### src/pkg/sc_dram_map.vh
// timing constants and field layout for the static-column dram controller
// assumes a single clock; cycle counts derive from SYS_CLK_NS
`ifndef SC_DRAM_MAP_VH
`define SC_DRAM_MAP_VH

`define SYS_CLK_NS        100
`define ADDR_W            10
`define DATA_W            4
// least times round up, in ns unless named otherwise
`define CYC_MIN(ns)       ((((ns) + `SYS_CLK_NS - 1) / `SYS_CLK_NS) < 1 ? 1 : \
                           (((ns) + `SYS_CLK_NS - 1) / `SYS_CLK_NS))
`define POWERUP_US        200
`define POWERUP_CYC       ((`POWERUP_US * 1000 + `SYS_CLK_NS - 1) / `SYS_CLK_NS)
`define IDLE_LIMIT_MS     16
`define IDLE_LIMIT_CYC    ((`IDLE_LIMIT_MS * 1000000) / `SYS_CLK_NS)
`define WAKE_CYCLES       8
`define REFRESH_MS        16
`define REFRESH_ROWS      1024
`define REFRESH_INT_CYC   ((`REFRESH_MS * 1000000) / `SYS_CLK_NS / `REFRESH_ROWS)
`define RAS_WIDTH_NS      100
`define RAS_PRECHARGE_NS  70
`define ROW_TO_SELECT_NS  25
`define ROW_HOLD_NS       15
`define SEL_WIDTH_NS      25
`define COL_HOLD_NS       10
`define DATA_HOLD_NS      20
`define WRITE_LEAD_NS     25
`define SEL_SETUP_NS      5
`define SEL_HOLD_REF_NS   20
`define WRITE_REF_NS      10
`define READ_ACCESS_NS    100

`endif

### src/design/wait_timer.v
// down-counter that loads a cycle count and flags expiry
// assumes load takes priority over counting
module wait_timer #(
  parameter W = 24
) (
  input  wire         ref_clk,  // system clock
  input  wire         rst,      // async reset, high
  input  wire         load,     // load new count
  input  wire [W-1:0] count,    // cycles to wait
  output reg          done_r    // count reached zero
);
  reg [W-1:0] cnt_r;

  always @(posedge ref_clk or posedge rst) begin
    if (rst) begin
      cnt_r  <= {W{1'b0}};
      done_r <= 1'b1;
    end else if (load) begin
      cnt_r  <= count;
      done_r <= (count == {W{1'b0}});
    end else if (cnt_r != {W{1'b0}}) begin
      cnt_r  <= cnt_r - {{(W-1){1'b0}}, 1'b1};
      done_r <= (cnt_r == {{(W-1){1'b0}}, 1'b1});
    end
  end
endmodule

### src/design/refresh_scheduler.v
// raises a refresh request at a fixed interval, held until granted
// assumes grant is a one-cycle pulse from the sequencer
module refresh_scheduler #(
  parameter INTERVAL = 156
) (
  input  wire ref_clk,  // system clock
  input  wire rst,      // async reset, high
  input  wire enable,   // start scheduling after init
  input  wire grant,    // refresh taken
  output reg  req_r     // refresh owed
);
  reg [15:0] tick_r;

  always @(posedge ref_clk or posedge rst) begin
    if (rst) begin
      tick_r <= 16'h0000;
      req_r  <= 1'b0;
    end else if (enable) begin
      if (tick_r == INTERVAL[15:0] - 16'h0001) begin
        tick_r <= 16'h0000;
        req_r  <= 1'b1;  // a tick in the grant cycle wins
      end else begin
        tick_r <= tick_r + 16'h0001;
        if (grant)
          req_r <= 1'b0;
      end
    end
  end
endmodule

### src/design/sc_dram_ctrl.v
// controller driving a 1M x 4 static-column dram through its pins
// assumes pins sampled synchronous to ref_clk; device pins resolved in bench
`include "sc_dram_map.vh"
module sc_dram_ctrl #(
  parameter POWERUP_CYC  = `POWERUP_CYC,
  parameter IDLE_CYC     = `IDLE_LIMIT_CYC,
  parameter REFRESH_CYC  = `REFRESH_INT_CYC
) (
  input  wire                ref_clk,     // 10 MHz system clock
  input  wire                rst,         // async reset, high
  input  wire                reqValid,    // user request pending
  input  wire                reqWrite,    // 1 write, 0 read
  input  wire                reqTest,     // request test-mode entry cycle
  input  wire [19:0]         reqAddr,     // row in [19:10], column in [9:0]
  input  wire [3:0]          reqData,     // write data
  output reg                 reqReady_r,  // request accepted pulse
  output reg                 rspValid_r,  // read data valid pulse
  output reg  [3:0]          rspData_r,   // read data
  output reg                 initDone_r,  // wake sequence complete
  output reg  [9:0]          muxAddr_r,   // mux_address_pins
  output reg                 rowStrobeN_r,// row strobe, active low
  output reg                 selStrobeN_r,// select strobe, active low
  output reg                 writeN_r,    // write strobe, active low
  output reg                 outEnN_r,    // output enable, active low
  input  wire [3:0]          dataIn,      // data_pins input
  output reg  [3:0]          dataOut_r,   // data_pins output
  output reg                 dataOeN_r    // data_pins enable, low drives
);
  localparam ST_POWER = 4'h0;
  localparam ST_WAKEA = 4'h1;
  localparam ST_WAKEP = 4'h2;
  localparam ST_IDLE  = 4'h3;
  localparam ST_ROW   = 4'h4;
  localparam ST_SEL   = 4'h5;
  localparam ST_HOLD  = 4'h6;
  localparam ST_CLOSE = 4'h7;
  localparam ST_PRE   = 4'h8;
  localparam ST_RSEL  = 4'h9;
  localparam ST_RROW  = 4'ha;
  localparam ST_RHOLD = 4'hb;
  // reset lands here: the phase timer leaves reset already expired, so the
  // power-up pause needs a state of its own to be loaded
  localparam ST_START = 4'hc;

  // all ns figures here fit in one 100 ns cycle
  localparam [23:0] RAS_CYC  = `CYC_MIN(`RAS_WIDTH_NS);
  localparam [23:0] PRE_CYC  = `CYC_MIN(`RAS_PRECHARGE_NS);
  localparam [23:0] RCD_CYC  = `CYC_MIN(`ROW_TO_SELECT_NS);
  localparam [23:0] SEL_CYC  = `CYC_MIN(`SEL_WIDTH_NS);
  localparam [23:0] ACC_CYC  = `CYC_MIN(`READ_ACCESS_NS);
  localparam [23:0] CSR_CYC  = `CYC_MIN(`SEL_SETUP_NS);
  localparam [3:0]  WAKE_LAST = `WAKE_CYCLES - 1;

  reg  [3:0]  state_r;
  reg  [3:0]  state_nxt;
  reg  [3:0]  wakeCnt_r;
  reg         isWrite_r;
  reg         isTest_r;
  reg  [9:0]  col_r;
  reg         tLoad;
  reg  [23:0] tCount;
  wire        tDone;
  wire        idleDone;
  wire        refReq;
  reg         refGrant;
  reg         idleLoad;

  function [23:0] cyc;
    input [23:0] n;
    cyc = (n > 24'h000001) ? n - 24'h000001 : 24'h000000;
  endfunction

  wait_timer #(.W(24)) phaseTimer (
    .ref_clk (ref_clk),
    .rst     (rst),
    .load    (tLoad),
    .count   (tCount),
    .done_r  (tDone)
  );

  // refresh reloads it too, so a re-wake only follows a stalled scheduler
  wait_timer #(.W(24)) idleTimer (
    .ref_clk (ref_clk),
    .rst     (rst),
    .load    (idleLoad),
    .count   (IDLE_CYC[23:0]),
    .done_r  (idleDone)
  );

  refresh_scheduler #(.INTERVAL(REFRESH_CYC)) refSched (
    .ref_clk (ref_clk),
    .rst     (rst),
    .enable  (initDone_r),
    .grant   (refGrant),
    .req_r   (refReq)
  );

  always @* begin
    state_nxt = state_r;
    tLoad     = 1'b0;
    tCount    = 24'h000000;
    refGrant  = 1'b0;
    idleLoad  = 1'b0;
    case (state_r)
      ST_START: begin
        state_nxt = ST_POWER;
        tLoad     = 1'b1;
        tCount    = cyc(POWERUP_CYC[23:0]);
      end
      ST_POWER: if (tDone) begin
        state_nxt = ST_WAKEA;
        tLoad     = 1'b1;
        tCount    = cyc(RAS_CYC);
      end
      ST_WAKEA: if (tDone) begin
        state_nxt = ST_WAKEP;
        tLoad     = 1'b1;
        tCount    = cyc(PRE_CYC);
      end
      ST_WAKEP: if (tDone) begin
        tLoad  = 1'b1;
        tCount = cyc(RAS_CYC);
        if (wakeCnt_r == WAKE_LAST) begin
          state_nxt = ST_IDLE;
          idleLoad  = 1'b1;
        end else
          state_nxt = ST_WAKEA;
      end
      // refresh and test cycles go ahead of a waiting read or write
      ST_IDLE: begin
        if (idleDone) begin
          state_nxt = ST_WAKEA;
          tLoad     = 1'b1;
          tCount    = cyc(RAS_CYC);
        end else if (refReq || (reqValid && reqTest)) begin
          state_nxt = ST_RSEL;
          refGrant  = refReq;
          idleLoad  = 1'b1;
          tLoad     = 1'b1;
          tCount    = cyc(CSR_CYC);
        end else if (reqValid) begin
          state_nxt = ST_ROW;
          idleLoad  = 1'b1;
          tLoad     = 1'b1;
          tCount    = cyc(RCD_CYC);
        end
      end
      ST_ROW: if (tDone) begin
        state_nxt = ST_SEL;
        tLoad     = 1'b1;
        tCount    = cyc(isWrite_r ? SEL_CYC : ACC_CYC);
      end
      // one column per row opening; bursts on an open row are not issued
      ST_SEL: if (tDone) begin
        state_nxt = ST_HOLD;
        tLoad     = 1'b1;
        tCount    = cyc(RAS_CYC);
      end
      ST_HOLD: if (tDone) begin
        state_nxt = ST_CLOSE;
      end
      ST_CLOSE: begin
        state_nxt = ST_PRE;
        tLoad     = 1'b1;
        tCount    = cyc(PRE_CYC);
      end
      ST_PRE: if (tDone) state_nxt = ST_IDLE;
      ST_RSEL: if (tDone) begin
        state_nxt = ST_RROW;
        tLoad     = 1'b1;
        tCount    = cyc(RAS_CYC);
      end
      ST_RROW: if (tDone) state_nxt = ST_RHOLD;
      ST_RHOLD: begin
        state_nxt = ST_PRE;
        tLoad     = 1'b1;
        tCount    = cyc(PRE_CYC);
      end
      default: state_nxt = ST_START;
    endcase
  end

  always @(posedge ref_clk or posedge rst) begin
    if (rst) begin
      state_r      <= ST_START;
      wakeCnt_r    <= 4'h0;
      isWrite_r    <= 1'b0;
      isTest_r     <= 1'b0;
      col_r        <= 10'h000;
      reqReady_r   <= 1'b0;
      rspValid_r   <= 1'b0;
      rspData_r    <= 4'h0;
      initDone_r   <= 1'b0;
      muxAddr_r    <= 10'h000;
      rowStrobeN_r <= 1'b1;
      selStrobeN_r <= 1'b1;
      writeN_r     <= 1'b1;
      outEnN_r     <= 1'b1;
      dataOut_r    <= 4'h0;
      dataOeN_r    <= 1'b1;
    end else begin
      state_r    <= state_nxt;
      reqReady_r <= 1'b0;
      rspValid_r <= 1'b0;
      case (state_r)
        ST_POWER: begin
          wakeCnt_r <= 4'h0;
          // first wake cycle opens here, the other seven from the precharge state
          if (tDone)
            rowStrobeN_r <= 1'b0;
        end
        ST_WAKEA: if (tDone) rowStrobeN_r <= 1'b1;
        ST_WAKEP: if (tDone) begin
          if (wakeCnt_r == WAKE_LAST) begin
            wakeCnt_r  <= 4'h0;
            initDone_r <= 1'b1;
          end else begin
            wakeCnt_r    <= wakeCnt_r + 4'h1;
            rowStrobeN_r <= 1'b0;
          end
        end
        ST_IDLE: begin
          if (idleDone) begin
            initDone_r   <= 1'b0;
            rowStrobeN_r <= 1'b0;
          end else if (refReq || (reqValid && reqTest)) begin
            isTest_r     <= ~refReq;
            reqReady_r   <= ~refReq;
            selStrobeN_r <= 1'b0;
            writeN_r     <= refReq;
          end else if (reqValid) begin
            isWrite_r    <= reqWrite;
            col_r        <= reqAddr[9:0];
            reqReady_r   <= 1'b1;
            muxAddr_r    <= reqAddr[19:10];
            rowStrobeN_r <= 1'b0;
            writeN_r     <= ~reqWrite;
            dataOut_r    <= reqData;
            dataOeN_r    <= ~reqWrite;
          end
        end
        ST_ROW: if (tDone) begin
          muxAddr_r    <= col_r;
          selStrobeN_r <= 1'b0;
          outEnN_r     <= isWrite_r;
        end
        ST_SEL: if (tDone && !isWrite_r) begin
          rspData_r  <= dataIn;
          rspValid_r <= 1'b1;
        end
        ST_HOLD: if (tDone) begin
          rowStrobeN_r <= 1'b1;
          selStrobeN_r <= 1'b1;
          outEnN_r     <= 1'b1;
        end
        ST_CLOSE: begin
          writeN_r  <= 1'b1;
          dataOeN_r <= 1'b1;
          // parked a cycle after row rise, well past the column hold
          muxAddr_r <= 10'h000;
        end
        ST_RSEL: if (tDone) rowStrobeN_r <= 1'b0;
        // select rises with row; one cycle past the row fall covers its hold
        ST_RROW: if (tDone) begin
          rowStrobeN_r <= 1'b1;
          selStrobeN_r <= 1'b1;
        end
        ST_RHOLD: writeN_r <= 1'b1;
        default: ;
      endcase
    end
  end
endmodule

### config.mk
export PLATFORM = sky130hd
export DESIGN_NAME = sc_dram_ctrl
export DESIGN_NICKNAME = d
export VERILOG_FILES = /design/src/design/wait_timer.v /design/src/design/refresh_scheduler.v /design/src/design/sc_dram_ctrl.v
export VERILOG_INCLUDE_DIRS = /design/src /design/src/pkg
export SDC_FILE = /design/constraint.sdc
export NUM_CORES = 1
export LEC_CHECK = 0
export BUFFER_PORTS_ARGS = -buffer_cell sky130_fd_sc_hd__buf_2
export CAP_MARGIN = 25
export CORE_AREA = 4 4 124 126
export CTS_CLUSTER_DIAMETER = 100
export CTS_CLUSTER_SIZE = 10
export DETAILED_ROUTE_END_ITERATION = 8
export DIE_AREA = 0 0 128 130
export PLACE_DENSITY = 0.74
export SLEW_MARGIN = 20
export SYNTH_ARGS = -nofsm -noshare
export SYNTH_HDL_FRONTEND = slang
export SYNTH_HIERARCHICAL = 1
export SYNTH_SLANG_ARGS = --single-unit
### constraint.sdc
create_clock -name ref_clk -period 2.4 [get_ports ref_clk]
set_input_delay 0.48 -clock ref_clk [delete_from_list [all_inputs] [get_ports ref_clk]]
set_output_delay 0.48 -clock ref_clk [all_outputs]
set_load 0.05 [all_outputs]
; ---- Word-level counts from Yosys, hierarchy flattened
; Index checks and enable logic that the tools add are counted.
[word_totals]
regBits = 112
in_bits = 33
output_inout_bits = 26
word_cells = 180
[classes]
n_addsub = 4
n_eq_ne = 39
muxes = 75
bitwise_logic = 4
reduce_logical = 37
[op_table]
columns = op, count
row1 = $mux W24, 4
row2 = $mux W4, 14
row3 = $eq A24 B1 Y1 const B, 2
row4 = $pmux W4 S12, 1
row5 = $reduce_bool A24 Y1, 2
row6 = $sub A24 B1 Y24 const B, 2
row7 = $mux W10, 4
row8 = $mux W1, 39
row9 = $pmux W10 S3, 1
row10 = $ne A2 B1 Y1 const B, 13
row11 = $logic_not A24 Y1, 1
row12 = $eq A4 B3 Y1 const B, 5
row13 = $eq A4 B4 Y1 const B, 5
row14 = $add A16 B1 Y16 const B, 1
row15 = $eq A16 B8 Y1 const B, 1
row16 = $mux W16, 1
row17 = $reduce_bool A2 Y1, 8
row18 = $ne A2 B2 Y1 const B, 6
row19 = $reduce_and A4 Y1, 3
row20 = $mux W11, 1
row21 = $pmux W1 S2, 5
row22 = $reduce_and A10 Y1, 1
row23 = $reduce_and A5 Y1, 2
row24 = $eq A4 B2 Y1 const B, 2
row25 = other kinds (22), 35

; ---- Logic depth before layout (Yosys ltp)
[depth]
ltp_word = 7
mapped_depth = 11
mapped_depth_nobuf = 9

; ---- By module
; Netlist, hierarchy kept.
[by_module_without_submodules]
columns = module, n_inst, cells_per_inst, area_each_um2, seq_area_each_um2
row1 = sc_dram_ctrl, 1, 209, 2321.0, 1134.8
row2 = wait_timer at idleTimer, 1, 178, 1625.3, 626.9
row3 = wait_timer at phaseTimer, 1, 182, 1594.0, 626.9
row4 = refresh_scheduler, 1, 71, 785.8, 425.4

; ---- Worst setup path before layout
; Ideal clock, no wire load.
[synth_path]
kind = reg2reg
start = reg idleTimer.done_r
end = reg phaseTimer.cnt_r[11]
setup_ns = 0.138
t_arrival_ns = 2.353
required_ns = 2.262
setup_slack_ns = -0.091
path_stages_with_launch = 12
n_path_buf = 2
synth_period_minus_slack_ns = 2.491
cell_sequence = dfstp_2 -> buf_2 -> or4_4 -> o22ai_1 -> o21ai_0 -> o311a_1 -> nor4_1 -> nand2_1 -> or3_1 -> buf_2 -> o21ai_0 -> a21oi_1
[synth_via]
elab_chain_cells = 3
word_cells_on_any_way = 4
classes_between = 3 x mux / 1 x reduce/logical
[synth_rtl]
columns = item, line_no
row1 = from (decl), wait_timer.v:10  ; output reg done_r
row2 = from (signal assigned), wait_timer.v:20  ; done_r <= (count == {W{1'b0}});
row3 = from (signal assigned), wait_timer.v:23  ; done_r <= (cnt_r == {{(W-1){1'b0}}, 1'b1});
row4 = $mux W1 *, sc_dram_ctrl.v:131  ; if (idleDone) begin
row5 = $pmux W1 S3 *, sc_dram_ctrl.v:104  ; case (state_r)
row6 = net tLoad, sc_dram_ctrl.v:60  ; reg tLoad;
row7 = $mux W24 or $reduce_bool A2 Y1 (tied branches), n/a
row8 = to (signal assigned), wait_timer.v:16  ; cnt_r <= {W{1'b0}};
row9 = to (signal assigned), wait_timer.v:19  ; cnt_r <= count;
row10 = to (signal assigned), wait_timer.v:22  ; cnt_r <= cnt_r - {{(W-1){1'b0}}, 1'b1};
row11 = to (decl), wait_timer.v:12  ; reg [W-1:0] cnt_r;
; Mark *: on every way through the listed nets, which the timed path passes. The rest lies on a longest branch.
; A chain may end at the register's enable or synchronous reset.

; ---- Worst setup path after layout
[layout_path]
start = reg state_r[2]
end = reg phaseTimer.cnt_r[0]
[layout_via]
elab_chain_cells = 4
word_cells_on_any_way = 16
classes_between = 9 x eq/ne / 3 x mux / 4 x reduce/logical
[layout_rtl]
columns = item, line_no
row1 = from (decl), sc_dram_ctrl.v:54  ; reg [3:0] state_r;
row2 = from (signal assigned), sc_dram_ctrl.v:202  ; state_r <= state_nxt;
row3 = $eq A4 B4 Y1 (tied with other cells), sc_dram_ctrl.v:104
row4 = $reduce_or A6 Y1 (no line) or $reduce_or A3 Y1 (tied branches), n/a
row5 = $pmux W1 S3 *, sc_dram_ctrl.v:104
row6 = net tLoad, sc_dram_ctrl.v:60
row7 = $mux W24 or $reduce_bool A2 Y1 (tied branches), n/a
; Marked as above.

==> summary.md <==
| Metric | Value |
|---|---|
| Iter 0 DRT Violations | 460 |
| Cell internal pwr | around 3000 uW |
| Initial core utilization | 0.442 |
| CP Launch Type | flop |
| Share of the synthesized area in the top cell type | 0.407 |
| Mean Syn Cell Area | about 9.9 um2 |
| Crit path time final | 2310 ps |
| Gr ovfl total | 0 |
| Slew @ Worst Pin | roughly 620 ps |
| Top cells by area, synth | dfrtp_1, mux2_2, xnor2_1, dfstp_2, a21oi_1 |
| Total global-route track usage | 0.165 |
| Routed WL | approximately 13 mm |
| Setup violators final | 0 |
| RSZ-0062 raised after global routing | true |
| Clock skew | around 7.1 ps |
| Most frequent cells in the layout | dfrtp_1, conb_1, buf_2 |
| Clk Latency, worst-skew pair | between 300 and 400 ps |
| Fin cells | 973 |
| Pwr/cell area | roughly 540 nW/um2 |
| Post-route clock period utilization | 0.964 |
| Worst endpoint data arrival time | between 2000 and 3000 ps |
| Fmax | ~430 MHz |
| CTS Buffer Depth | 2 |
| Req. time, crit path | 2630 ps |
| Sequential area share after synthesis | 0.445 |
| Switching power | around 1200 uW |
| Top fanout value on the critical path | 14 |
| Filler cells | 1268 |
| Drt drc | 0 |
| Comb pwr share | 0.128 |
| CTS tree | done |
| Syn Inst Count | 640 |
| Die H | between 100 and 150 um |
| Core area | between 10000 and 15000 um2 |
| CP Capture Type | flop |
| Largest net degree at the start of global routing | 42 |
| Cell row count | 44 |
| Clock Pin Slew Worst Setup and Hold Paths | about 70 ps |
| Dpl cells | ~960 |
| Status | finished clean |
| Per-cell routed wire length | 13.6 um |
| Clock sink count | 112 |
| Post-synth EDFFs | 0 |
| First-pass GRT wire length | around 23 mm |
| Fin. max-slew vios | 0 |
| Mapped Area | around 6300 um2 |
| Crit Path Class | flop to flop |
| Min-Delay Path Class | input port to async pin |
| Port bufs | between 50 and 60 |
| Flop pwr share | 0.534 |
| Vias in the first global route | 4961 |
| Sw frac | 0.280 |
| Hpwl dp | roughly 9.5 mm |
| H-tree Lvls | 3 |
| Die ar. | around 17000 um2 |
| DR pass1 iterations | 4 |
| LEAKAGE | around 0.0034 uW |
| Hold Buf Count CTS | 0 |
| Most common cell after layout, fill and taps aside | dfrtp_1 |
| Layout cells sized above 1 | 0.237 |
| Initial antenna violation count | 0 |
| CTS root buf | clkbuf_16 |
| DRT antenna net count | 0 |
| Commonest register cell after synthesis | dfrtp_1 |
| Slew Limit Headroom | 0.585 |
| CTS Buf Count | 9 |
| Hold Vio Cnt, Final | 0 |
| Max Cap Violations | 0 |
| GP Congestion | 0.823 |
| Die Width | 128 um |
| Vias per cell | 5.24 |
| Synth warn | 6 |
| Final net count | about 830 |
| Cell taking the most area after synthesis | dfrtp_1 |
| # IOs | 59 |
| Ys async rst share | 1.00 |
| Worst VDD drop | 0.000295 V |
| Area growth, synth to finish | 19.8% |
| Clock power share | 0.338 |
| #FFs+latches synth | between 100 and 150 |
| Diode count | 0 |
| Synth unique cells | 78 |
| Worst Hold Slack | 44.8 ps |
| Vias | between 5000 and 6000 |
## final cells by class
type                            count  area [um2]  area share
Sequential cell                   112        2810       0.371
Timing Repair Buffer               94         602      0.0794
Clock buffer                       10         229      0.0302
Inverter                           20        75.1     0.00990
Tap cell                          184         230      0.0304
Clock inverter                      6        43.8     0.00578
Multi-Input combinational cell    547        3590       0.473
## worst paths after layout
check	startpoint	endpoint	slack (ps)	depth (start not counted)
min in group ref_clk	reqData[3]	dataOut_r[3]$_DFFE_PP0P_	360	2
worst max register to register	state_r[2]$_DFFE_PP1P_	phaseTimer/cnt_r[0]$_DFFE_PP0P_	90	9
worst min-delay path	rst	wakeCnt_r[0]$_DFFE_PP0P_	40	2
worst min register to register	outEnN_r$_DFFE_PP1P_	outEnN_r$_DFFE_PP1P_	480	2
worst max-delay path	state_r[2]$_DFFE_PP1P_	phaseTimer/cnt_r[0]$_DFFE_PP0P_	90	9
max in group asynchronous	rst	idleTimer/done_r$_DFFE_PP1P_	1670	3
## kinds of logic after synthesis
| family | count (synthesis) | synth area share |
|---|---|---|
| xor+xnor | 43 | 0.0595 |
| mux | 33 | 0.0580 |
| fa+ha+maj | 8 | 0.0158 |
| other cells | 2 | 0.00119 |
| compound gates | 145 | 0.156 |
| simple gates | 242 | 0.223 |
| buf+inv | 55 | 0.0415 |
| flops | 112 | 0.445 |
## routing by layer
layer  vias up  track usage  wire length [um]
met4         0       0.0531               160
met2        95        0.279              6170
met3        14       0.0250               556
met5         -            0                 0
met1      2409        0.219              6310
li1       2582            -                 -
## metrics by stage
step           setup TNS (ps)   util  instance area, um2  worst slack (ps)  power, uW
3_5_place_dp             -827  0.507                7260             -89.3       2750
4_1_cts                     0  0.526                7530              1.39       4160
3_3_place_gp             -456  0.507                7260             -79.0       2740
2_1_floorplan               0      -                6620              39.3       2620
6_report                    0  0.530                7580              86.6       4120
5_1_grt                 -85.0  0.530                7580             -34.2       4340
## critical path, stage by stage, from the launching register on
cell	delay (ps)
dfstp_2	390
or4_4	540
o22ai_2	100
o21ai_1	70
o311a_1	130
nor4_2	200
nand2_1	120
or3_4	430
o22ai_2	160
a21oi_1	60
## power groups by stage
stage               sequential (uW)  combinational [uW]  clock [uW]
floorplan                      2190                 428           0
global placement               2230                 516           0
detailed placement             2230                 526           0
CTS                            2190                 529        1440
global route                   2220                 617        1500
finish                         2200                 525        1390
## cells in the mapped netlist, drive strengths merged, types with 14 or more instances
cell    number
a21oi       44
buf         21
clkbuf      14
dfrtp      103
inv         20
mux2        29
nand2       49
nand3       14
nand4       16
nor2        57
nor3        21
nor4        31
o21ai       30
xnor2       32
## registers in the layout (all words and copies together), names as in the netlist, 4 cells and up
name,count
col_r,10
dataOut_r,4
idleTimer/cnt_r,24
muxAddr_r,10
phaseTimer/cnt_r,24
refSched/tick_r,16
rspData_r,4
state_r,4
wakeCnt_r,4
## repair_timing
| action | 4_1_cts | 5_1_grt |
|---|---|---|
| buffers inserted | 0 | 1 |
| gates resized for setup | 0 | 10 |
| endpoints found under the setup margin | 0 | 34 |
Power figures use the tool's default switching activity.
